<file path="config.mk">
export PLATFORM = sky130hd
export DESIGN_NAME = vme_slave_image_decode
export DESIGN_NICKNAME = d
export VERILOG_FILES = /design/src/inc/vme_slave_pkg.sv /design/src/am_classify.sv /design/src/image_window.sv /design/src/vme_slave_image_decode.sv
export SDC_FILE = /design/constraint.sdc
export NUM_CORES = 1
export LEC_CHECK = 0
export ABC_AREA = 1
export BUFFER_PORTS_ARGS = -buffer_cell sky130_fd_sc_hd__buf_2
export CAP_MARGIN = 15
export CORE_MARGIN = 2
export CORE_UTILIZATION = 52
export DETAILED_ROUTE_END_ITERATION = 7
export PLACE_DENSITY = 0.79
export SLEW_MARGIN = 20
export SYNTH_ARGS = -nofsm -noshare
export SYNTH_HDL_FRONTEND = slang
export SYNTH_SLANG_ARGS = --single-unit
</file>
<file path="constraint.sdc">
create_clock -name CLK -period 7.9 [get_ports CLK]
set_input_delay 2.37 -clock CLK [delete_from_list [all_inputs] [get_ports CLK]]
set_output_delay 2.37 -clock CLK [all_outputs]
set_load 0.02 [all_outputs]
</file>
<file path="src/inc/vme_slave_pkg.sv">
// Shared constants, field layouts and carrier types for the slave images.
// Assumes a 12-bit register offset port and 32-bit VMEbus addresses.
package vme_slave_pkg;

  // ==========================================================================
  // Widths
  // ==========================================================================
  localparam int ADDR_W = 32;
  localparam int REG_AW = 12;
  localparam int AM_W   = 6;

  // ==========================================================================
  // Register offsets (byte addresses)
  // ==========================================================================
  localparam logic [REG_AW-1:0] OFF_IMG1_BOUND = 12'hF1C;
  localparam logic [REG_AW-1:0] OFF_IMG1_XLAT  = 12'hF20;
  localparam logic [REG_AW-1:0] OFF_IMG2_CTL   = 12'hF28;
  localparam logic [REG_AW-1:0] OFF_IMG2_BASE  = 12'hF2C;
  localparam logic [REG_AW-1:0] OFF_IMG2_BOUND = 12'hF30;
  localparam logic [REG_AW-1:0] OFF_IMG2_XLAT  = 12'hF34;
  localparam logic [REG_AW-1:0] OFF_IMG3_CTL   = 12'hF3C;
  localparam logic [REG_AW-1:0] OFF_IMG3_BASE  = 12'hF40;
  localparam logic [REG_AW-1:0] OFF_IMG3_BOUND = 12'hF44;
  localparam logic [REG_AW-1:0] OFF_IMG3_XLAT  = 12'hF48;

  // ==========================================================================
  // Control word layout, writable masks and reset values
  // ==========================================================================
  localparam int CTL_EN_BIT    = 31;
  localparam int CTL_POST_BIT  = 30;
  localparam int CTL_PREF_BIT  = 29;
  localparam int CTL_PGM_LSB   = 22;
  localparam int CTL_PRIV_LSB  = 20;
  localparam int CTL_VAS_LSB   = 16;
  localparam int CTL_WIDE_BIT  = 7;
  localparam int CTL_LOCK_BIT  = 6;
  localparam int CTL_SPACE_LSB = 0;
  localparam logic [31:0] CTL_WMASK = 32'hE0F7_00C3;
  localparam logic [31:0] CTL_RESET = 32'h00F0_0000;
  localparam logic [31:0] WIN_MASK  = 32'hFFFF_0000;
  localparam logic [31:0] WIN_RESET = 32'h0000_0000;
  localparam int WIN_LSB = 16;
  localparam int A24_TOP = 23;

  // ==========================================================================
  // Field encodings
  // ==========================================================================
  localparam logic [2:0] VAS_A24   = 3'h1;
  localparam logic [2:0] VAS_A32   = 3'h2;
  localparam logic [2:0] VAS_USER1 = 3'h6;
  localparam logic [2:0] VAS_USER2 = 3'h7;
  localparam logic [1:0] SPACE_MEM = 2'h0;
  localparam logic [1:0] SPACE_IO  = 2'h1;
  localparam logic [1:0] SPACE_CFG = 2'h2;
  localparam logic [1:0] SPACE_RSV = 2'h3;

  // Address modifier classes: upper bits select space, low bits the kind.
  localparam logic [2:0] AM_A24_HI   = 3'h7;
  localparam logic [2:0] AM_A32_HI   = 3'h1;
  localparam logic [1:0] AM_USER1_HI = 2'h1;
  localparam logic [1:0] AM_USER2_HI = 2'h2;
  localparam logic [1:0] AM_PGM_LO   = 2'h2;
  localparam int         AM_SUP_BIT  = 2;

  // ==========================================================================
  // Carrier types
  // ==========================================================================
  typedef struct packed {
    logic       en;
    logic       post_en;
    logic       pref_en;
    logic [1:0] program_data_filter;
    logic [1:0] priv;
    logic [2:0] vme_space_select;
    logic       wide;
    logic       lock;
    logic [1:0] space;
  } img_ctl_t;

  typedef struct packed {
    logic [ADDR_W-1:0] addr;
    logic [AM_W-1:0]   am;
    logic              write;
    logic              rmw;
  } vme_cycle_t;

  typedef struct packed {
    logic       known;
    logic [2:0] space;
    logic       prog;
    logic       sup;
  } am_class_t;

  typedef struct packed {
    logic [ADDR_W-1:0] pci_addr;
    logic [1:0]        space;
    logic              post;
    logic              pref;
    logic              wide;
    logic              lock;
  } route_t;

  // Splits a control word into its fields.
  function automatic img_ctl_t unpack_ctl(input logic [31:0] w);
    img_ctl_t c;
    c.en      = w[CTL_EN_BIT];
    c.post_en = w[CTL_POST_BIT];
    c.pref_en = w[CTL_PREF_BIT];
    c.program_data_filter     = w[CTL_PGM_LSB +: 2];
    c.priv    = w[CTL_PRIV_LSB +: 2];
    c.vme_space_select     = w[CTL_VAS_LSB +: 3];
    c.wide    = w[CTL_WIDE_BIT];
    c.lock    = w[CTL_LOCK_BIT];
    c.space   = w[CTL_SPACE_LSB +: 2];
    return c;
  endfunction : unpack_ctl

endpackage : vme_slave_pkg

</file>
<file path="src/am_classify.sv">
// Classifies an incoming VMEbus address modifier code.
// Assumes the code is stable while the decode samples it.
`timescale 1ns/100ps
module am_classify (
  // Incoming code
  input  wire logic [vme_slave_pkg::AM_W-1:0] am,
  // Classification
  output vme_slave_pkg::am_class_t             cls
);

  // ==========================================================================
  // Space detection
  // ==========================================================================
  // Each space is recognised from the upper code bits.
  wire logic is_a24 = (am[5:3] == vme_slave_pkg::AM_A24_HI);
  wire logic is_a32 = (am[5:3] == vme_slave_pkg::AM_A32_HI);
  wire logic is_u1  = (am[5:4] == vme_slave_pkg::AM_USER1_HI);
  wire logic is_u2  = (am[5:4] == vme_slave_pkg::AM_USER2_HI);

  // Space code, program and privilege flags of the cycle.
  assign cls.known = is_a24 | is_a32 | is_u1 | is_u2;
  assign cls.space = is_a24 ? vme_slave_pkg::VAS_A24 :
                     is_a32 ? vme_slave_pkg::VAS_A32 :
                     is_u1  ? vme_slave_pkg::VAS_USER1 :
                              vme_slave_pkg::VAS_USER2;
  assign cls.prog  = (am[1:0] == vme_slave_pkg::AM_PGM_LO);
  assign cls.sup   = am[vme_slave_pkg::AM_SUP_BIT];

endmodule : am_classify

</file>
<file path="src/image_window.sv">
// One slave image: window compare, modifier filters and PCI routing.
// Assumes the control word and window registers are held by the caller.
`timescale 1ns/100ps
module image_window (
  // Image settings
  input  wire logic [31:0]                ctl_word,
  input  wire logic [31:0]                base,
  input  wire logic [31:0]                bound,
  input  wire logic [31:0]                xlat,
  input  wire logic                       bm_en,
  // Incoming cycle
  input  vme_slave_pkg::vme_cycle_t       cyc,
  input  vme_slave_pkg::am_class_t        cls,
  // Decision
  output logic                            hit,
  output vme_slave_pkg::route_t           route
);

  vme_slave_pkg::img_ctl_t c;
  logic [31:0] addr_eff;
  logic [15:0] a_hi;
  logic        in_win;
  logic        pgm_ok;
  logic        priv_ok;
  logic        vas_ok;
  logic        mem;

  assign c = vme_slave_pkg::unpack_ctl(ctl_word);

  // A24 cycles carry only 24 significant address bits.
  assign addr_eff = (cls.space == vme_slave_pkg::VAS_A24) ?
                    {8'h00, cyc.addr[vme_slave_pkg::A24_TOP:0]} : cyc.addr;

  // Window compare on the upper sixteen bits only.
  assign a_hi   = addr_eff[31:vme_slave_pkg::WIN_LSB];
  assign in_win = (a_hi >= base[31:vme_slave_pkg::WIN_LSB]) &&
                  (a_hi <  bound[31:vme_slave_pkg::WIN_LSB]);

  // Filters: bit 0 admits data/user codes, bit 1 program/supervisor codes.
  assign pgm_ok  = cls.prog ? c.program_data_filter[1]  : c.program_data_filter[0];
  assign priv_ok = cls.sup  ? c.priv[1] : c.priv[0];
  assign vas_ok  = cls.known && (cls.space == c.vme_space_select);

  // Claim needs enable, bus master enable and a defined PCI space.
  assign hit = c.en && bm_en && in_win && pgm_ok && priv_ok && vas_ok &&
               (c.space != vme_slave_pkg::SPACE_RSV);

  // Routing; posting and prefetch only apply to memory space.
  assign mem            = (c.space == vme_slave_pkg::SPACE_MEM);
  assign route.pci_addr = {a_hi + xlat[31:vme_slave_pkg::WIN_LSB],
                           addr_eff[vme_slave_pkg::WIN_LSB-1:0]};
  assign route.space    = c.space;
  assign route.post     = mem && c.post_en && cyc.write;
  assign route.pref     = mem && c.pref_en && !cyc.write;
  assign route.wide     = c.wide;
  assign route.lock     = c.lock && cyc.rmw;

endmodule : image_window

</file>
<file path="src/vme_slave_image_decode.sv">
// Register file and decode of VMEbus slave images 1 to 3.
// Image 1 control and base arrive as ports from the rest of the chip; the
// PCI bus master enable comes from the PCI command/status register.
// Functional notes
// - Claim only addresses at or above base and strictly below bound.
// - Posted-write and prefetch enables: 0 off, 1 on, both reset 0.
// - Only memory-space transactions are posted; posted writes go to memory.
// - Non-memory PCI space forces posting and prefetch off.
// - Respond only when image enabled and PCI bus master enabled.
// - Program/data filter: 01 data, 10 program, 11 both, resets 11.
// - Privilege filter: 01 user, 10 supervisor, 11 both, resets 11.
// - Space select: 001 A24, 010 A32, 110 user1, 111 user2, resets 0.
// - Wide transfer enable allows 64-bit PCI use; resets 0.
// - Lock enable locks PCI during decoded read-modify-write; resets 0.
// - PCI space: 00 memory, 01 I/O, 10 config, 11 reserved; resets 0.
`timescale 1ns/100ps
module vme_slave_image_decode (
  // Clock and reset
  input  wire logic        CLK,
  input  wire logic        RST,
  // Register access port
  input  wire logic [11:0] REG_ADDR,
  input  wire logic        REG_WRITE,
  input  wire logic        REG_READ,
  input  wire logic [31:0] REG_WDATA,
  output logic      [31:0] REG_RDATA,
  output logic             REG_RVALID,
  // Settings held elsewhere in the chip
  input  wire logic [31:0] IMG1_CTL,
  input  wire logic [31:0] IMG1_BASE,
  input  wire logic        PCI_BUS_MASTER_EN,
  // Incoming VMEbus cycle
  input  wire logic        VME_VALID,
  input  wire logic [31:0] VME_ADDR,
  input  wire logic [5:0]  VME_AM,
  input  wire logic        VME_WRITE,
  input  wire logic        VME_RMW,
  // Decode result towards PCI
  output logic             DEC_DONE,
  output logic             DEC_HIT,
  output logic      [1:0]  DEC_IMAGE,
  output logic      [31:0] PCI_ADDR,
  output logic      [1:0]  PCI_SPACE,
  output logic             POST_WRITE,
  output logic             PREFETCH,
  output logic             WIDE_XFER,
  output logic             PCI_LOCK
);

  localparam int NIMG = 3;

  // ==========================================================================
  // Register storage
  // ==========================================================================
  logic [31:0] ctl2_r;
  logic [31:0] ctl3_r;
  logic [31:0] base2_r;
  logic [31:0] base3_r;
  logic [31:0] bound1_r;
  logic [31:0] bound2_r;
  logic [31:0] bound3_r;
  logic [31:0] xlat1_r;
  logic [31:0] xlat2_r;
  logic [31:0] xlat3_r;

  // ==========================================================================
  // Register address decode
  // ==========================================================================
  // One strobe per register, qualified by the write request.
  wire logic wr_bound1 = REG_WRITE &&
                         (REG_ADDR == vme_slave_pkg::OFF_IMG1_BOUND);
  wire logic wr_xlat1  = REG_WRITE &&
                         (REG_ADDR == vme_slave_pkg::OFF_IMG1_XLAT);
  wire logic wr_ctl2   = REG_WRITE &&
                         (REG_ADDR == vme_slave_pkg::OFF_IMG2_CTL);
  wire logic wr_base2  = REG_WRITE &&
                         (REG_ADDR == vme_slave_pkg::OFF_IMG2_BASE);
  wire logic wr_bound2 = REG_WRITE &&
                         (REG_ADDR == vme_slave_pkg::OFF_IMG2_BOUND);
  wire logic wr_xlat2  = REG_WRITE &&
                         (REG_ADDR == vme_slave_pkg::OFF_IMG2_XLAT);
  wire logic wr_ctl3   = REG_WRITE &&
                         (REG_ADDR == vme_slave_pkg::OFF_IMG3_CTL);
  wire logic wr_base3  = REG_WRITE &&
                         (REG_ADDR == vme_slave_pkg::OFF_IMG3_BASE);
  wire logic wr_bound3 = REG_WRITE &&
                         (REG_ADDR == vme_slave_pkg::OFF_IMG3_BOUND);
  wire logic wr_xlat3  = REG_WRITE &&
                         (REG_ADDR == vme_slave_pkg::OFF_IMG3_XLAT);

  // Write data with reserved bits forced to zero.
  wire logic [31:0] wd_ctl = REG_WDATA & vme_slave_pkg::CTL_WMASK;
  wire logic [31:0] wd_win = REG_WDATA & vme_slave_pkg::WIN_MASK;

  // ==========================================================================
  // Control registers
  // ==========================================================================
  // Control words reset with both filters open and all enables off.
  always_ff @(posedge CLK or posedge RST) begin
    if (RST) begin
      ctl2_r <= vme_slave_pkg::CTL_RESET;
      ctl3_r <= vme_slave_pkg::CTL_RESET;
    end else begin
      if (wr_ctl2) begin
        ctl2_r <= wd_ctl;
      end
      if (wr_ctl3) begin
        ctl3_r <= wd_ctl;
      end
    end
  end

  // ==========================================================================
  // Window registers
  // ==========================================================================
  // Base registers.
  always_ff @(posedge CLK or posedge RST) begin
    if (RST) begin
      base2_r <= vme_slave_pkg::WIN_RESET;
      base3_r <= vme_slave_pkg::WIN_RESET;
    end else begin
      if (wr_base2) begin
        base2_r <= wd_win;
      end
      if (wr_base3) begin
        base3_r <= wd_win;
      end
    end
  end

  // Bound registers.
  always_ff @(posedge CLK or posedge RST) begin
    if (RST) begin
      bound1_r <= vme_slave_pkg::WIN_RESET;
      bound2_r <= vme_slave_pkg::WIN_RESET;
      bound3_r <= vme_slave_pkg::WIN_RESET;
    end else begin
      if (wr_bound1) begin
        bound1_r <= wd_win;
      end
      if (wr_bound2) begin
        bound2_r <= wd_win;
      end
      if (wr_bound3) begin
        bound3_r <= wd_win;
      end
    end
  end

  // Translation offset registers.
  always_ff @(posedge CLK or posedge RST) begin
    if (RST) begin
      xlat1_r <= vme_slave_pkg::WIN_RESET;
      xlat2_r <= vme_slave_pkg::WIN_RESET;
      xlat3_r <= vme_slave_pkg::WIN_RESET;
    end else begin
      if (wr_xlat1) begin
        xlat1_r <= wd_win;
      end
      if (wr_xlat2) begin
        xlat2_r <= wd_win;
      end
      if (wr_xlat3) begin
        xlat3_r <= wd_win;
      end
    end
  end

  // ==========================================================================
  // Register read path
  // ==========================================================================
  // Unmapped offsets read as zero.
  wire logic [31:0] rd_mux =
    (REG_ADDR == vme_slave_pkg::OFF_IMG1_BOUND) ? bound1_r :
    (REG_ADDR == vme_slave_pkg::OFF_IMG1_XLAT)  ? xlat1_r  :
    (REG_ADDR == vme_slave_pkg::OFF_IMG2_CTL)   ? ctl2_r   :
    (REG_ADDR == vme_slave_pkg::OFF_IMG2_BASE)  ? base2_r  :
    (REG_ADDR == vme_slave_pkg::OFF_IMG2_BOUND) ? bound2_r :
    (REG_ADDR == vme_slave_pkg::OFF_IMG2_XLAT)  ? xlat2_r  :
    (REG_ADDR == vme_slave_pkg::OFF_IMG3_CTL)   ? ctl3_r   :
    (REG_ADDR == vme_slave_pkg::OFF_IMG3_BASE)  ? base3_r  :
    (REG_ADDR == vme_slave_pkg::OFF_IMG3_BOUND) ? bound3_r :
    (REG_ADDR == vme_slave_pkg::OFF_IMG3_XLAT)  ? xlat3_r  :
    32'h0000_0000;

  // Read data is captured on the edge that samples the read strobe.
  always_ff @(posedge CLK or posedge RST) begin
    if (RST) begin
      REG_RDATA  <= 32'h0000_0000;
      REG_RVALID <= 1'b0;
    end else begin
      REG_RVALID <= REG_READ;
      if (REG_READ) begin
        REG_RDATA <= rd_mux;
      end
    end
  end

  // ==========================================================================
  // Incoming cycle classification
  // ==========================================================================
  vme_slave_pkg::vme_cycle_t cyc;
  vme_slave_pkg::am_class_t  cls;

  assign cyc.addr  = VME_ADDR;
  assign cyc.am    = VME_AM;
  assign cyc.write = VME_WRITE;
  assign cyc.rmw   = VME_RMW;

  // One classifier serves all three images.
  am_classify u_am (
    .am  (VME_AM),
    .cls (cls)
  );

  // ==========================================================================
  // Image windows
  // ==========================================================================
  logic [NIMG-1:0]       hit;
  vme_slave_pkg::route_t route [NIMG];

  // Image 1 takes control and base from outside the block.
  image_window u_img1 (
    .ctl_word (IMG1_CTL),
    .base     (IMG1_BASE & vme_slave_pkg::WIN_MASK),
    .bound    (bound1_r),
    .xlat     (xlat1_r),
    .bm_en    (PCI_BUS_MASTER_EN),
    .cyc      (cyc),
    .cls      (cls),
    .hit      (hit[0]),
    .route    (route[0])
  );

  // Image 2.
  image_window u_img2 (
    .ctl_word (ctl2_r),
    .base     (base2_r),
    .bound    (bound2_r),
    .xlat     (xlat2_r),
    .bm_en    (PCI_BUS_MASTER_EN),
    .cyc      (cyc),
    .cls      (cls),
    .hit      (hit[1]),
    .route    (route[1])
  );

  // Image 3.
  image_window u_img3 (
    .ctl_word (ctl3_r),
    .base     (base3_r),
    .bound    (bound3_r),
    .xlat     (xlat3_r),
    .bm_en    (PCI_BUS_MASTER_EN),
    .cyc      (cyc),
    .cls      (cls),
    .hit      (hit[2]),
    .route    (route[2])
  );

  // ==========================================================================
  // Image selection
  // ==========================================================================
  // Overlapping windows resolve to the lowest numbered image.
  wire logic [1:0] sel_img = hit[0] ? 2'h1 :
                             hit[1] ? 2'h2 :
                             hit[2] ? 2'h3 : 2'h0;
  wire vme_slave_pkg::route_t sel_route = hit[0] ? route[0] :
                                          hit[1] ? route[1] : route[2];
  wire logic any_hit = |hit;

  // ==========================================================================
  // Registered decode result
  // ==========================================================================
  // Done pulses one cycle after each valid cycle; routing holds until next.
  always_ff @(posedge CLK or posedge RST) begin
    if (RST) begin
      DEC_DONE <= 1'b0;
      DEC_HIT  <= 1'b0;
    end else begin
      DEC_DONE <= VME_VALID;
      if (VME_VALID) begin
        DEC_HIT <= any_hit;
      end
    end
  end

  // Routing fields are cleared on a miss so nothing stale is forwarded.
  always_ff @(posedge CLK or posedge RST) begin
    if (RST) begin
      DEC_IMAGE  <= 2'h0;
      PCI_ADDR   <= 32'h0000_0000;
      PCI_SPACE  <= vme_slave_pkg::SPACE_MEM;
      POST_WRITE <= 1'b0;
      PREFETCH   <= 1'b0;
      WIDE_XFER  <= 1'b0;
      PCI_LOCK   <= 1'b0;
    end else if (VME_VALID) begin
      DEC_IMAGE  <= sel_img;
      PCI_ADDR   <= any_hit ? sel_route.pci_addr : 32'h0000_0000;
      PCI_SPACE  <= any_hit ? sel_route.space : vme_slave_pkg::SPACE_MEM;
      POST_WRITE <= any_hit && sel_route.post;
      PREFETCH   <= any_hit && sel_route.pref;
      WIDE_XFER  <= any_hit && sel_route.wide;
      PCI_LOCK   <= any_hit && sel_route.lock;
    end
  end

endmodule : vme_slave_image_decode

</file>
; Word-level counts from Yosys, hierarchy flattened
; Index checks and enable logic that the tools add are counted.
[word_totals]
out_inout_bits = 75
in_bits = 154
n_memories = 0
ramBits = 0
romBits = 0
elab_cells = 140
latch_bits = 0
regBits = 231
[classes]
multipliers = 0
div = 0
n_reduce_logical = 58
n_eq_ne = 22
shift = 0
muxes = 27
n_addsub = 3
n_bitwise = 3
magnitude_cmp = 6
[op_table]
columns = cell, n
row1 = 32-bit 2-to-1 mux, 12
row2 = 12-bit equality test (second input constant), 10
row3 = 38-bit 2-to-1 mux, 2
row4 = 1-bit logical AND, 53
row5 = 16-bit adder, 3
row6 = 16-bit >= comparator, 3
row7 = 16-bit < comparator, 3
row8 = 3-bit equality test, 3
row9 = 2-bit 2-to-1 mux, 4
row10 = 1-bit 2-to-1 mux, 7
row11 = 3-bit by 1-bit equality test with 1-bit output (second input constant), 2
row12 = 2-bit zero test, 3
row13 = 3-bit 2-to-1 mux, 2
row14 = 2-bit != test (second input constant), 3
row15 = 2-bit equality test (second input constant), 2
row16 = 3-bit equality test (second input constant), 1
row17 = 1-bit bitwise OR, 3
row18 = 3-bit OR reduction, 1
row19 = 2-bit by 1-bit equality test with 1-bit output (second input constant), 1
row20 = 1-bit zero test, 1

; Logic depth before layout (Yosys ltp)
; Gate-level depths: netlist of run 1.
[depth]
depth_word = 16
depth_mapped = 29
depth_no_buf = 28

; Modules after synthesis
; A second synthesis of run 1 with hierarchy kept.
[hier_totals]
hier_cells = 2311
hier_area_um2 = 16524.6
[by_module_without_submodules]
columns = module, seq_area_each_um2, cells_per_inst, n_inst, area_per_inst_um2
row1 = vme_slave_image_decode, 5490.3, 1278, 1, 10356.2
row2 = image_window (u_img1 ...), 0.0, 343, 2, 2052.0
row3 = image_window (u_img3), 0.0, 335, 1, 2010.7
row4 = am_classify, 0.0, 12, 1, 53.8

; Worst setup path after synthesis of run 1
; Ideal clock, no wire load.
[synth_path]
path_kind = input-to-reg
from = input port VME_AM[3]
to = register PCI_ADDR[30]
cell_stages = 26
t_required_ns = 7.773
setup_slack_ns = 1.873
arrival_time_ns = 5.899
setup_ns = 0.127
n_path_buf = 2
path_cell_list = nand3_2 buf_2 nand2_1 inv_1 ha_1 nand2_1 inv_1 and3_1 nand3b_1 nor2_1 nand2_1 a21oi_4 nand2_2 clkbuf_1 nand2_1 a31oi_1 ha_1 inv_1 fa_1 o21ai_0 nand4_1 o2111ai_1 nand3_1 nand2_1 xnor2_1 o21ai_0
[synth_between]
elab_chain_len = 15
elab_cells_between_ends = 46
classes_between = 3 x add/sub / 6 x order compare / 6 x eq/ne / 6 x mux / 3 x bitwise / 22 x reduce/logical
[synth_rtl]
columns = element, line
row1 = from (decl), vme_slave_image_decode.sv:35  ; input wire logic [5:0] VME_AM,
row2 = 3-bit by 1-bit equality test with 1-bit output, am_classify.sv:16  ; wire logic is_a32 = (am[5:3] == vme_slave_pkg::AM_A32_HI);
row3 = 3-bit 2-to-1 mux, am_classify.sv:23  ; is_a32 ? vme_slave_pkg::VAS_A32 :
row4 = 3-bit 2-to-1 mux, am_classify.sv:22  ; assign cls.space = is_a24 ? vme_slave_pkg::VAS_A24 :
row5 = 3-bit by 1-bit equality test with 1-bit output, image_window.sv:31  ; assign addr_eff = (cls.space == vme_slave_pkg::VAS_A24) ?
row6 = 32-bit 2-to-1 mux, image_window.sv:31
row7 = 16-bit >= comparator / 16-bit < comparator (equally long branches), "image_window.sv:36, image_window.sv:37"
row8 = 1-bit logical AND, image_window.sv:36  ; assign in_win = (a_hi >= base[31:vme_slave_pkg::WIN_LSB]) &&
row9 = 1-bit logical AND (5 in a row), image_window.sv:45  ; assign hit = c.en && bm_en && in_win && pgm_ok && priv_ok && vas_ok &&
row10 = 38-bit 2-to-1 mux, vme_slave_image_decode.sv:269  ; hit[1] ? route[1] : route[2];
row11 = 38-bit 2-to-1 mux, vme_slave_image_decode.sv:268  ; wire vme_slave_pkg::route_t sel_route = hit[0] ? route[0] :
row12 = 32-bit 2-to-1 mux (*), vme_slave_image_decode.sv:300  ; PCI_ADDR <= any_hit ? sel_route.pci_addr : 32'h0000_0000;
row13 = to (signal assigned), vme_slave_image_decode.sv:300
row14 = to (decl), vme_slave_image_decode.sv:42  ; output logic [31:0] PCI_ADDR,
; Mark *: on every way between the ends. The rest lies on a longest branch, timed or not.
; A chain may end at the register's enable or synchronous reset.

; Worst setup path after layout of run 1
[layout_path]
from = input port VME_AM[4]
to = register PCI_ADDR[30]
[layout_between]
elab_chain_len = 16
elab_cells_between_ends = 49
classes_between = 3 x add/sub / 6 x order compare / 8 x eq/ne / 7 x mux / 3 x bitwise / 22 x reduce/logical
[layout_rtl]
columns = element, line
row1 = 2-bit by 1-bit equality test with 1-bit output, am_classify.sv:17  ; wire logic is_u1 = (am[5:4] == vme_slave_pkg::AM_USER1_HI);
row2 = 1-bit 2-to-1 mux, am_classify.sv:24  ; is_u1 ? vme_slave_pkg::VAS_USER1 :
row3 = 3-bit 2-to-1 mux, am_classify.sv:23
row4 = 3-bit 2-to-1 mux, am_classify.sv:22
row5 = 3-bit by 1-bit equality test with 1-bit output, image_window.sv:31
row6 = 32-bit 2-to-1 mux, image_window.sv:31
row7 = 16-bit >= comparator / 16-bit < comparator (equally long branches), "image_window.sv:36, image_window.sv:37"
row8 = 1-bit logical AND, image_window.sv:36
row9 = 1-bit logical AND (5 in a row), image_window.sv:45
row10 = 38-bit 2-to-1 mux, vme_slave_image_decode.sv:269
row11 = 38-bit 2-to-1 mux, vme_slave_image_decode.sv:268
row12 = 32-bit 2-to-1 mux (*), vme_slave_image_decode.sv:300
; Marked as above.

==> impl_metrics.toml, run 1 <==
[run_status]
status = "complete, no violations"

[logic_synthesis]
syn_area_per_cell_um2 = 7.61
yosys_warnings = 0
ys_seq_area_frac = 0.407
synth-seq-cells = 219
netlist_area_mm2 = 0.0135
syn_inst = 1774
yosys.area.top_type = "dfrtp_1"
ys_types = 48
yosysTopAreaCellShare = 0.391
synth_ff_type = "dfrtp_1"
async_reset_ff_frac = 1.00
yosys-top-cells-area = "dfrtp_1, nand2_1, o21ai_0"
synth_edf_count = 0

[worst_setup_path]
worstSetupStartpointType = "primary input"
path_class = "primary input to register"
critPathMaxFanout = 13
cp_top_family = "simple AND/OR/NAND/NOR gates"
worstPathRequired_ns = 8.28
slowest_stage = "o21ai_0"
worst-r2r-cell-count = 21
ff2ff_setup_slack_ns = 3.32
worstPathCellList = "buf_2, nand3_2, nand2_1, inv_1, ha_1, inv_1, nor3_1, nand3_1, nand4_1, nand2_1, buf_4, o21ai_0, o21ai_0, ha_1, nand2_1, o21ai_0, nand4_1, o2111ai_1, nand3_1, nand2_1, xnor2_1, o21ai_0"
cp_num_buf_inv = 4
cpPeakStageDelay_ns = 0.48
arrival_ns = 7.38
end_kind = "register"
r2r_start = "bound2_r[22]$_DFFE_PP0P_"
rr_endpoint = "PCI_ADDR[30]$_DFFE_PP0P_"

[drt]
drc = 0
avgViaCountPerCell = 5.76
drtIter0Drc = 1371
routed.top_layer = "met4"
dr_wl_met3_um = 4570
dr.pass1.iters = 5
via_count = 13000
wirelength_um = 43200
wl_met2_um = 19000
ant_nets = 0
drt-met1-wl_um = 18400
wl_per_cell_um = 19.1

[clock_network]
hold_buffers = 0
htreeDepth = 1
clk_pin_slew_worst_paths_ns = 0.06
cts_tree = "done"
cts_setup_buffers = 0
cts_resized = 0
cts_root_buffer = "clkbuf_16"
clk_latency_ns = 0.53
clock_sinks = 219
cts.path.max_buffers = 3
numCtsBuffers = 24

[final_layout]
fin_area_mm2 = 0.0154
final_core_util = 0.610
multi_input_area_mm2 = 0.00689
drive_gt1_frac = 0.139
area_delta_synth_final_pct = 14.4
mostFrequentLayoutCells = "nand2_1, o21ai_0, inv_1"
nets = 2167
fill_cells = 2282
final_cells = 2261
final_common_cell = "nand2_1"
final-seq-area_mm2 = 0.00549
antennaDiodeCount = 0

[grt]
antenna_found_initial = 0
grt_overflow = 0
grt_max_degree = 156
grt_usage = 0.315
grt_pass1_wl_um = 65700
grt_pass1_vias = 12100

[job]
cap_violations = 0

[hold_path]
hold_path_end = "REG_RDATA[26]$_DFFE_PP0P_"
min_from = "REG_RDATA[26]$_DFFE_PP0P_"
hold_depth = 2
hold_path.class = "register to register"

[timing]
achievable-frequency_mhz = 143
hold_viol = 0
timing.hold.ws_ns = 0.473
worst_pin_slew_ns = 1.08
clock_skew_ns = 0.0224
drv_slew = 0
tns_ns = 0
rsz0062_at_grt = "no"
fin_crit_ns = 7.00
fin_ws_ns = 0.896
timing.final.crit_share = 0.887
max_slew_margin = 0.280
finalSetupViolCount = 0

[pwr]
power.leakage_nw = 7.73
ir_drop_v = 0.000154
power_density_mw_per_mm2 = 171
p_total_mw = 2.64

[floorplanning]
ios = 229
die_area_mm2 = 0.0273
initial_core_util = 0.533
core_mm2 = 0.0253
rows = 58
die_h_um = 165
die_w_um = 165

[placement]
gp_congestion = 0.971
dpl_cell_area_mm2 = 0.0145
io_buffers = 170
dp_cells = 2217
dp_hpwl_um = 32100
dp_slack_ns = 0.516
registers in the layout, summed over array words and instances, names as in the netlist, 2 cells and up:
name,count
xlat1_r,16
DEC_IMAGE,2
ctl2_r,14
base2_r,16
REG_RDATA,20
xlat3_r,16
ctl3_r,14
bound1_r,16
PCI_SPACE,2
bound3_r,16
xlat2_r,16
base3_r,16
bound2_r,16
PCI_ADDR,32
final cells by class:
type / count / area share
clock buffer: 31 / 0.0446
clock inverter: 13 / 0.0131
inverter: 220 / 0.0537
multi-input combinational: 1269 / 0.446
sequential: 219 / 0.356
tap: 330 / 0.0267
timing repair buffer: 179 / 0.0603
logic make-up after synthesis:
family | Yosys count | synth area share
other cells | 1 | 0.000278
flops | 219 | 0.407
simple gates | 703 | 0.216
xor+xnor | 14 | 0.00908
buf+inv | 297 | 0.0881
fa+ha+maj | 100 | 0.0933
compound gates | 440 | 0.187
worst max path at each step:
stage | cells past startpoint | slack, ns | startpoint | end
6_report | 22 | 0.90 | VME_AM[4] | PCI_ADDR[30]$_DFFE_PP0P_
5_1_grt | 22 | 0.51 | VME_AM[4] | PCI_ADDR[30]$_DFFE_PP0P_
4_1_cts | 22 | 1.00 | VME_AM[3] | PCI_ADDR[30]$_DFFE_PP0P_
3_5_place_dp | 22 | 0.52 | VME_AM[3] | PCI_ADDR[30]$_DFFE_PP0P_
3_3_place_gp | 22 | 0.55 | VME_AM[4] | PCI_ADDR[30]$_DFFE_PP0P_
2_1_floorplan | 26 | 1.87 | VME_AM[3] | PCI_ADDR[30]$_DFFE_PP0P_
worst min-delay path, delay by kind of cell, from the launching register on:
kind             cells  cell delay, ns
flip-flops           1            0.34
AND/OR/NAND/NOR      2            0.10
where the power goes:
group          switching (mW)  leakage (nW)  total (mW)  internal [mW]
sequential            0.00355          3.02        1.13           1.13
clock                   0.482         0.434        1.26          0.779
combinational           0.174          4.27       0.249         0.0757
total                   0.659          7.73        2.64           1.98
synth_stat cells, types with 13 or more instances:
master and number:
a21oi_1 72, a22o_1 17, a31oi_1 18, buf_4 14, clkbuf_1 51, dfrtp_1 211, ha_1 99, inv_1 214
nand2_1 468, nand3_1 82, nand4_1 18, nor2_1 76, nor3_1 33, o21ai_0 256, o21bai_1 13
layer usage:
layer | track usage | up-vias
li1 | - | 6161
met1 | 0.446 | 6133
met2 | 0.501 | 664
met3 | 0.0529 | 70
met4 | 0.0905 | 0
met5 | 0 | -
(Power assumes the default switching activity.)
==> inputs of run 2 (changes only) <==
--- a/config.mk
+++ b/config.mk
@@ -8,8 +8,10 @@
 export ABC_AREA = 1
 export BUFFER_PORTS_ARGS = -buffer_cell sky130_fd_sc_hd__buf_2
 export CAP_MARGIN = 15
+export CELL_PAD_IN_SITES_DETAIL_PLACEMENT = 1
+export CELL_PAD_IN_SITES_GLOBAL_PLACEMENT = 1
 export CORE_MARGIN = 2
-export CORE_UTILIZATION = 52
+export CORE_UTILIZATION = 38
 export DETAILED_ROUTE_END_ITERATION = 7
 export PLACE_DENSITY = 0.79
 export SLEW_MARGIN = 20
==> impl_metrics.toml, run 2 (synthesis gave the netlist of run 1 again) <==
[run_status]
status = "complete, no violations"

[timing]
finalSetupViolCount = 0
fin_crit_ns = 6.97
achievable-frequency_mhz = 143
rsz0062_at_grt = "no"
clock_skew_ns = 0.0109
tns_ns = 0
timing.hold.ws_ns = 0.477
timing.final.crit_share = 0.882
fin_ws_ns = 0.929
hold_viol = 0
max_slew_margin = 0.294
worst_pin_slew_ns = 1.06
drv_slew = 0

[worst_setup_path]
slowest_stage = "o21ai_0"
cpMostUsedCell = "nand2_1"
arrival_ns = 7.41
cp_num_buf_inv = 4
worstSetupStartpointType = "primary input"
path_class = "primary input to register"
cp_top_family = "simple AND/OR/NAND/NOR gates"
ff2ff_setup_slack_ns = 3.10
cpPeakStageDelay_ns = 0.45
crit_end = "PCI_ADDR[31]$_DFFE_PP0P_"
worstPathRequired_ns = 8.34
end_kind = "register"
worst-r2r-cell-count = 26
cp.depth = 26
rr_endpoint = "PCI_ADDR[31]$_DFFE_PP0P_"
r2r_start = "bound2_r[17]$_DFFE_PP0P_"
critPathMaxFanout = 16
crit_path_start = "VME_AM[4]"

[placement]
dpl_cell_area_mm2 = 0.0148
gp_congestion = 0.958
dp_hpwl_um = 38800
dp_slack_ns = 0.538
io_buffers = 170

[grt]
grt_overflow = 0
grt_pass1_wl_um = 76900
grt_max_degree = 123
antenna_found_initial = 1
grt_pass1_vias = 13300
grt_usage = 0.274

[drt]
wirelength_um = 51000
avgViaCountPerCell = 5.51
via_count = 13300
dr.pass1.iters = 5
ant_nets = 0
drc = 0
drtIter0Drc = 892
wl_per_cell_um = 21.2

[final_layout]
largest_register_ffs = 32
drive_gt1_frac = 0.142
top_register = "PCI_ADDR"
final-seq-area_mm2 = 0.00549
nets = 2182
fin_area_mm2 = 0.0157
multi_input_area_mm2 = 0.00688
reg.largest.list = "PCI_ADDR (32), REG_RDATA (20)"
area_delta_synth_final_pct = 16.2
fill_cells = 4373
final_common_cell = "nand2_1"
antennaDiodeCount = 0
mostFrequentLayoutCells = "nand2_1, o21ai_0, inv_1"

[floorplanning]
die_h_um = 192
ios = 229
rows = 69
initial_core_util = 0.382
die_area_mm2 = 0.0370
die_w_um = 192
core_mm2 = 0.0353

[pwr]
p_int_mw = 1.96
p_sw_mw = 0.692
power_density_mw_per_mm2 = 169
p_clk_frac = 0.474
power.leakage_nw = 7.79
p_seq_frac = 0.426
swShare = 0.260
ir_drop_v = 0.000125
combPwrFrac = 0.100

[clock_network]
cts_resized = 0
numCtsBuffers = 26
clk_latency_ns = 0.56
cts.path.max_buffers = 3
hold_buffers = 0
cts_root_buffer = "clkbuf_16"
clock_sinks = 219
cts_tree = "done"
htreeDepth = 1
cts_setup_buffers = 0
clk_pin_slew_worst_paths_ns = 0.06

[hold_path]
hold_path.class = "register to register"

[job]
cap_violations = 0
run 2: changes by cell type in the layout (fill, tap and decap cells not counted):
| cell | delta |
|---|---|
| clkinvlp_4 | -1 |
| buf_4 | +13 |
| clkinv_4 | -2 |
| clkbuf_16 | +2 |
| bufinv_16 | -2 |
| nand3_1 | +2 |
| nand3_2 | -2 |
| clkbuf_1 | +5 |
| clkinv_2 | +1 |
run 2: how the worst min path moves through the flow:
stage / from / to / slack, ns / cells past startpoint
floorplan: base2_r[17]$_DFFE_PP0P_ / base2_r[17]$_DFFE_PP0P_ / 0.45 / 2
global placement: REG_RDATA[25]$_DFFE_PP0P_ / REG_RDATA[25]$_DFFE_PP0P_ / 0.46 / 2
detailed placement: POST_WRITE$_DFFE_PP0P_ / POST_WRITE$_DFFE_PP0P_ / 0.46 / 2
CTS: REG_RDATA[25]$_DFFE_PP0P_ / REG_RDATA[25]$_DFFE_PP0P_ / 0.48 / 2
global route: bound1_r[24]$_DFFE_PP0P_ / bound1_r[24]$_DFFE_PP0P_ / 0.51 / 2
finish: PCI_ADDR[18]$_DFFE_PP0P_ / PCI_ADDR[18]$_DFFE_PP0P_ / 0.48 / 2
run 2: final cells by class:
type                       instances  share of cell area
timing repair buffer             192              0.0656
clock inverter                     9             0.00782
tap                              461              0.0368
sequential                       219               0.350
clock buffer                      38              0.0483
multi-input combinational       1269               0.438
inverter                         220              0.0529
run 2: per-stage QoR:
| stage | power (mW) | utilization | std cells |
|---|---|---|---|
| 6_report | 2.66 | 0.444 | 2408 |
| 3_3_place_gp | 1.40 | 0.419 | 2361 |
| 4_1_cts | 2.68 | 0.444 | 2408 |
| 5_1_grt | 2.75 | 0.444 | 2408 |
| 2_1_floorplan | 1.30 | - | 1785 |
| 3_5_place_dp | 1.41 | 0.419 | 2361 |
run 2: power groups by stage:
stage / combinational (mW) / clock [mW] / sequential, mW
final: 0.266 / 1.26 / 1.13
after global routing: 0.297 / 1.32 / 1.13
after CTS: 0.265 / 1.28 / 1.13
after detailed placement: 0.262 / 0 / 1.15
after global placement: 0.249 / 0 / 1.15
after floorplan: 0.148 / 0 / 1.15
run 2: worst register-to-register path, cell delays in order (launching register included):
cell and delay [ns]:
dfrtp_1 0.38, inv_1 0.12, ha_1 0.25, nand2_1 0.07
nand2_1 0.08, nand2_1 0.07, nand2_1 0.05, nand2_1 0.05
nand2_1 0.10, nand2_1 0.09, nand2_1 0.19, a21oi_1 0.31
nand2_1 0.40, o21ai_0 0.46, o21ai_0 0.16, ha_1 0.40
inv_1 0.09, nor3_1 0.37, nand3_1 0.13, nand3_1 0.19
nand3_1 0.11, nand2_1 0.09, nand2_1 0.08, a31oi_1 0.21
nand3_1 0.11, nand3_1 0.09, nand2_1 0.06
run 2: per-layer routing:
layer / GRT usage / share of wire / routed length (µm) / vias up
met4: 0.0804 / 0.026 / 1350 / 2
met5: 0 / 0.00024 / 12 / -
li1: - / - / - / 6184
met3: 0.0400 / 0.067 / 3400 / 76
met1: 0.380 / 0.45 / 23200 / 6586
met2: 0.445 / 0.45 / 23100 / 425
==> inputs of run 3 (changes only) <==
--- a/config.mk
+++ b/config.mk
@@ -13,8 +13,8 @@
 export CORE_MARGIN = 2
 export CORE_UTILIZATION = 38
 export DETAILED_ROUTE_END_ITERATION = 7
-export PLACE_DENSITY = 0.79
-export SLEW_MARGIN = 20
+export PLACE_DENSITY_LB_ADDON = 0.1
+export SLEW_MARGIN = 30
 export SYNTH_ARGS = -nofsm -noshare
 export SYNTH_HDL_FRONTEND = slang
 export SYNTH_SLANG_ARGS = --single-unit
==> impl_metrics.toml, run 3 (synthesis gave the netlist of run 1 again) <==
[run_status]
status = "complete, no violations"

[worst_setup_path]
worstSetupStartpointType = "primary input"
crit_path_start = "VME_AM[4]"
critPathMaxFanout = 12
slowest_stage = "ha_1"
end_kind = "register"
cp_num_buf_inv = 5
arrival_ns = 7.36
cpPeakStageDelay_ns = 0.40
cp_top_family = "simple AND/OR/NAND/NOR gates"
cp.depth = 27
rr_endpoint = "PCI_ADDR[31]$_DFFE_PP0P_"
r2r_start = "bound2_r[23]$_DFFE_PP0P_"
path_class = "primary input to register"
worst-r2r-cell-count = 24
ff2ff_setup_slack_ns = 3.36
worstPathRequired_ns = 8.34

[pwr]
p_sw_mw = 0.719
power_density_mw_per_mm2 = 173
swShare = 0.263
p_clk_frac = 0.490
combPwrFrac = 0.096
ir_drop_v = 0.000136
power.leakage_nw = 7.84
p_int_mw = 2.01
p_seq_frac = 0.414

[floorplanning]
core_mm2 = 0.0353
die_h_um = 192
die_w_um = 192
initial_core_util = 0.382
ios = 229
rows = 69
die_area_mm2 = 0.0370

[timing]
timing.final.crit_share = 0.876
fin_crit_ns = 6.92
drv_slew = 0
clock_skew_ns = 0.00989
fin_ws_ns = 0.979
rsz0062_at_grt = "no"
hold_viol = 0
finalSetupViolCount = 0
achievable-frequency_mhz = 144
tns_ns = 0
worst_pin_slew_ns = 0.931
max_slew_margin = 0.378

[grt]
grt_pass1_wl_um = 76200
grt_overflow = 0
grt_max_degree = 144
grt_pass1_vias = 12700
antenna_found_initial = 1
grt_usage = 0.275

[final_layout]
top_register = "PCI_ADDR"
largest_register_ffs = 32
area_delta_synth_final_pct = 17.0
fill_cells = 4428
nets = 2187
final_common_cell = "nand2_1"
reg.largest.list = "PCI_ADDR (32), REG_RDATA (20)"
antennaDiodeCount = 0
drive_gt1_frac = 0.150
mostFrequentLayoutCells = "nand2_1, o21ai_0, inv_1"

[drt]
wirelength_um = 51000
drtIter0Drc = 827
dr.pass1.iters = 4
wl_per_cell_um = 21.1
drc = 0
avgViaCountPerCell = 5.36
via_count = 12900
ant_nets = 0

[clock_network]
clock_sinks = 219
hold_buffers = 0
clk_pin_slew_worst_paths_ns = 0.06
clk_latency_ns = 0.55
numCtsBuffers = 27
cts_root_buffer = "clkbuf_16"
cts_resized = 0
cts_setup_buffers = 0
htreeDepth = 1
cts.path.max_buffers = 3
cts_tree = "done"

[placement]
dp_hpwl_um = 38800
io_buffers = 170
gp_congestion = 0.894
dp_slack_ns = 0.545

[hold_path]
hold_depth = 2
min_from = "PCI_ADDR[25]$_DFFE_PP0P_"
hold_path.class = "register to register"
hold_path_end = "PCI_ADDR[25]$_DFFE_PP0P_"

[job]
cap_violations = 0
run 3: cell count changes in the layout (fill, tap and decap cells not counted), sizes merged:
cell	delta
buf	+4
bufinv	+1
clkbuf	-6
clkinv	+2
clkinvlp	+4
inv	+2
run 3: worst max-delay path by stage:
stage / slack (ns) / endpoint
after floorplan: 1.87 / PCI_ADDR[30]$_DFFE_PP0P_
after global placement: 0.65 / PCI_ADDR[31]$_DFFE_PP0P_
after detailed placement: 0.55 / PCI_ADDR[31]$_DFFE_PP0P_
after CTS: 1.09 / PCI_ADDR[31]$_DFFE_PP0P_
after global routing: 0.70 / PCI_ADDR[31]$_DFFE_PP0P_
final: 0.98 / PCI_ADDR[31]$_DFFE_PP0P_
run 3: layout make-up:
cell class,instances,area [µm²],share of cell area
Sequential cell,219,5490,0.348
Clock inverter,18,214,0.0135
Tap cell,461,577,0.0365
Timing Repair Buffer,196,1060,0.0672
Multi-Input combinational cell,1269,6880,0.436
Inverter,220,830,0.0525
Clock buffer,32,744,0.0471
run 3: stage by stage:
step                      instances   util  hold WS [ns]  power, mW  cell area (µm²)
final                          2415  0.447         0.472       2.73            15800
after global placement         2365  0.420         0.459       1.40            14800
after detailed placement       2365  0.420         0.460       1.41            14800
after global routing           2415  0.447         0.496       2.82            15800
after floorplan                1785      -         0.453       1.30            13500
after CTS                      2415  0.447         0.476       2.75            15800
run 3: worst register-to-register path: stages, from the launching register on:
cell and delay [ns]:
dfrtp_1 0.40, inv_1 0.06, ha_1 0.28, a21oi_1 0.16, o21a_1 0.14, nand2_1 0.12
nand2_1 0.09, nand2_1 0.21, a21oi_1 0.34, nand2_1 0.17, buf_4 0.21, o21ai_0 0.33
o21ai_0 0.15, ha_1 0.40, inv_1 0.09, nor3_1 0.33, nand3_1 0.11, nand3_1 0.16
nand3_1 0.09, nand2_1 0.08, nand2_1 0.07, a31oi_1 0.19, nand3_1 0.11, nand3_1 0.09
nand2_1 0.05
run 3: metal layers:
metal  track usage  share of wire  vias up
met1         0.394           0.48     6334
met4        0.0746          0.028        0
li1              -              -     6202
met5             0              0        -
met3        0.0458          0.061       69
met2         0.430           0.44      344
run 3: power by group through the flow:
stage	Combinational, mW	Clock (mW)	Sequential, mW
6_report	0.261	1.34	1.13
5_1_grt	0.292	1.40	1.13
4_1_cts	0.261	1.36	1.13
3_5_place_dp	0.259	0	1.15
3_3_place_gp	0.250	0	1.15
2_1_floorplan	0.148	0	1.15
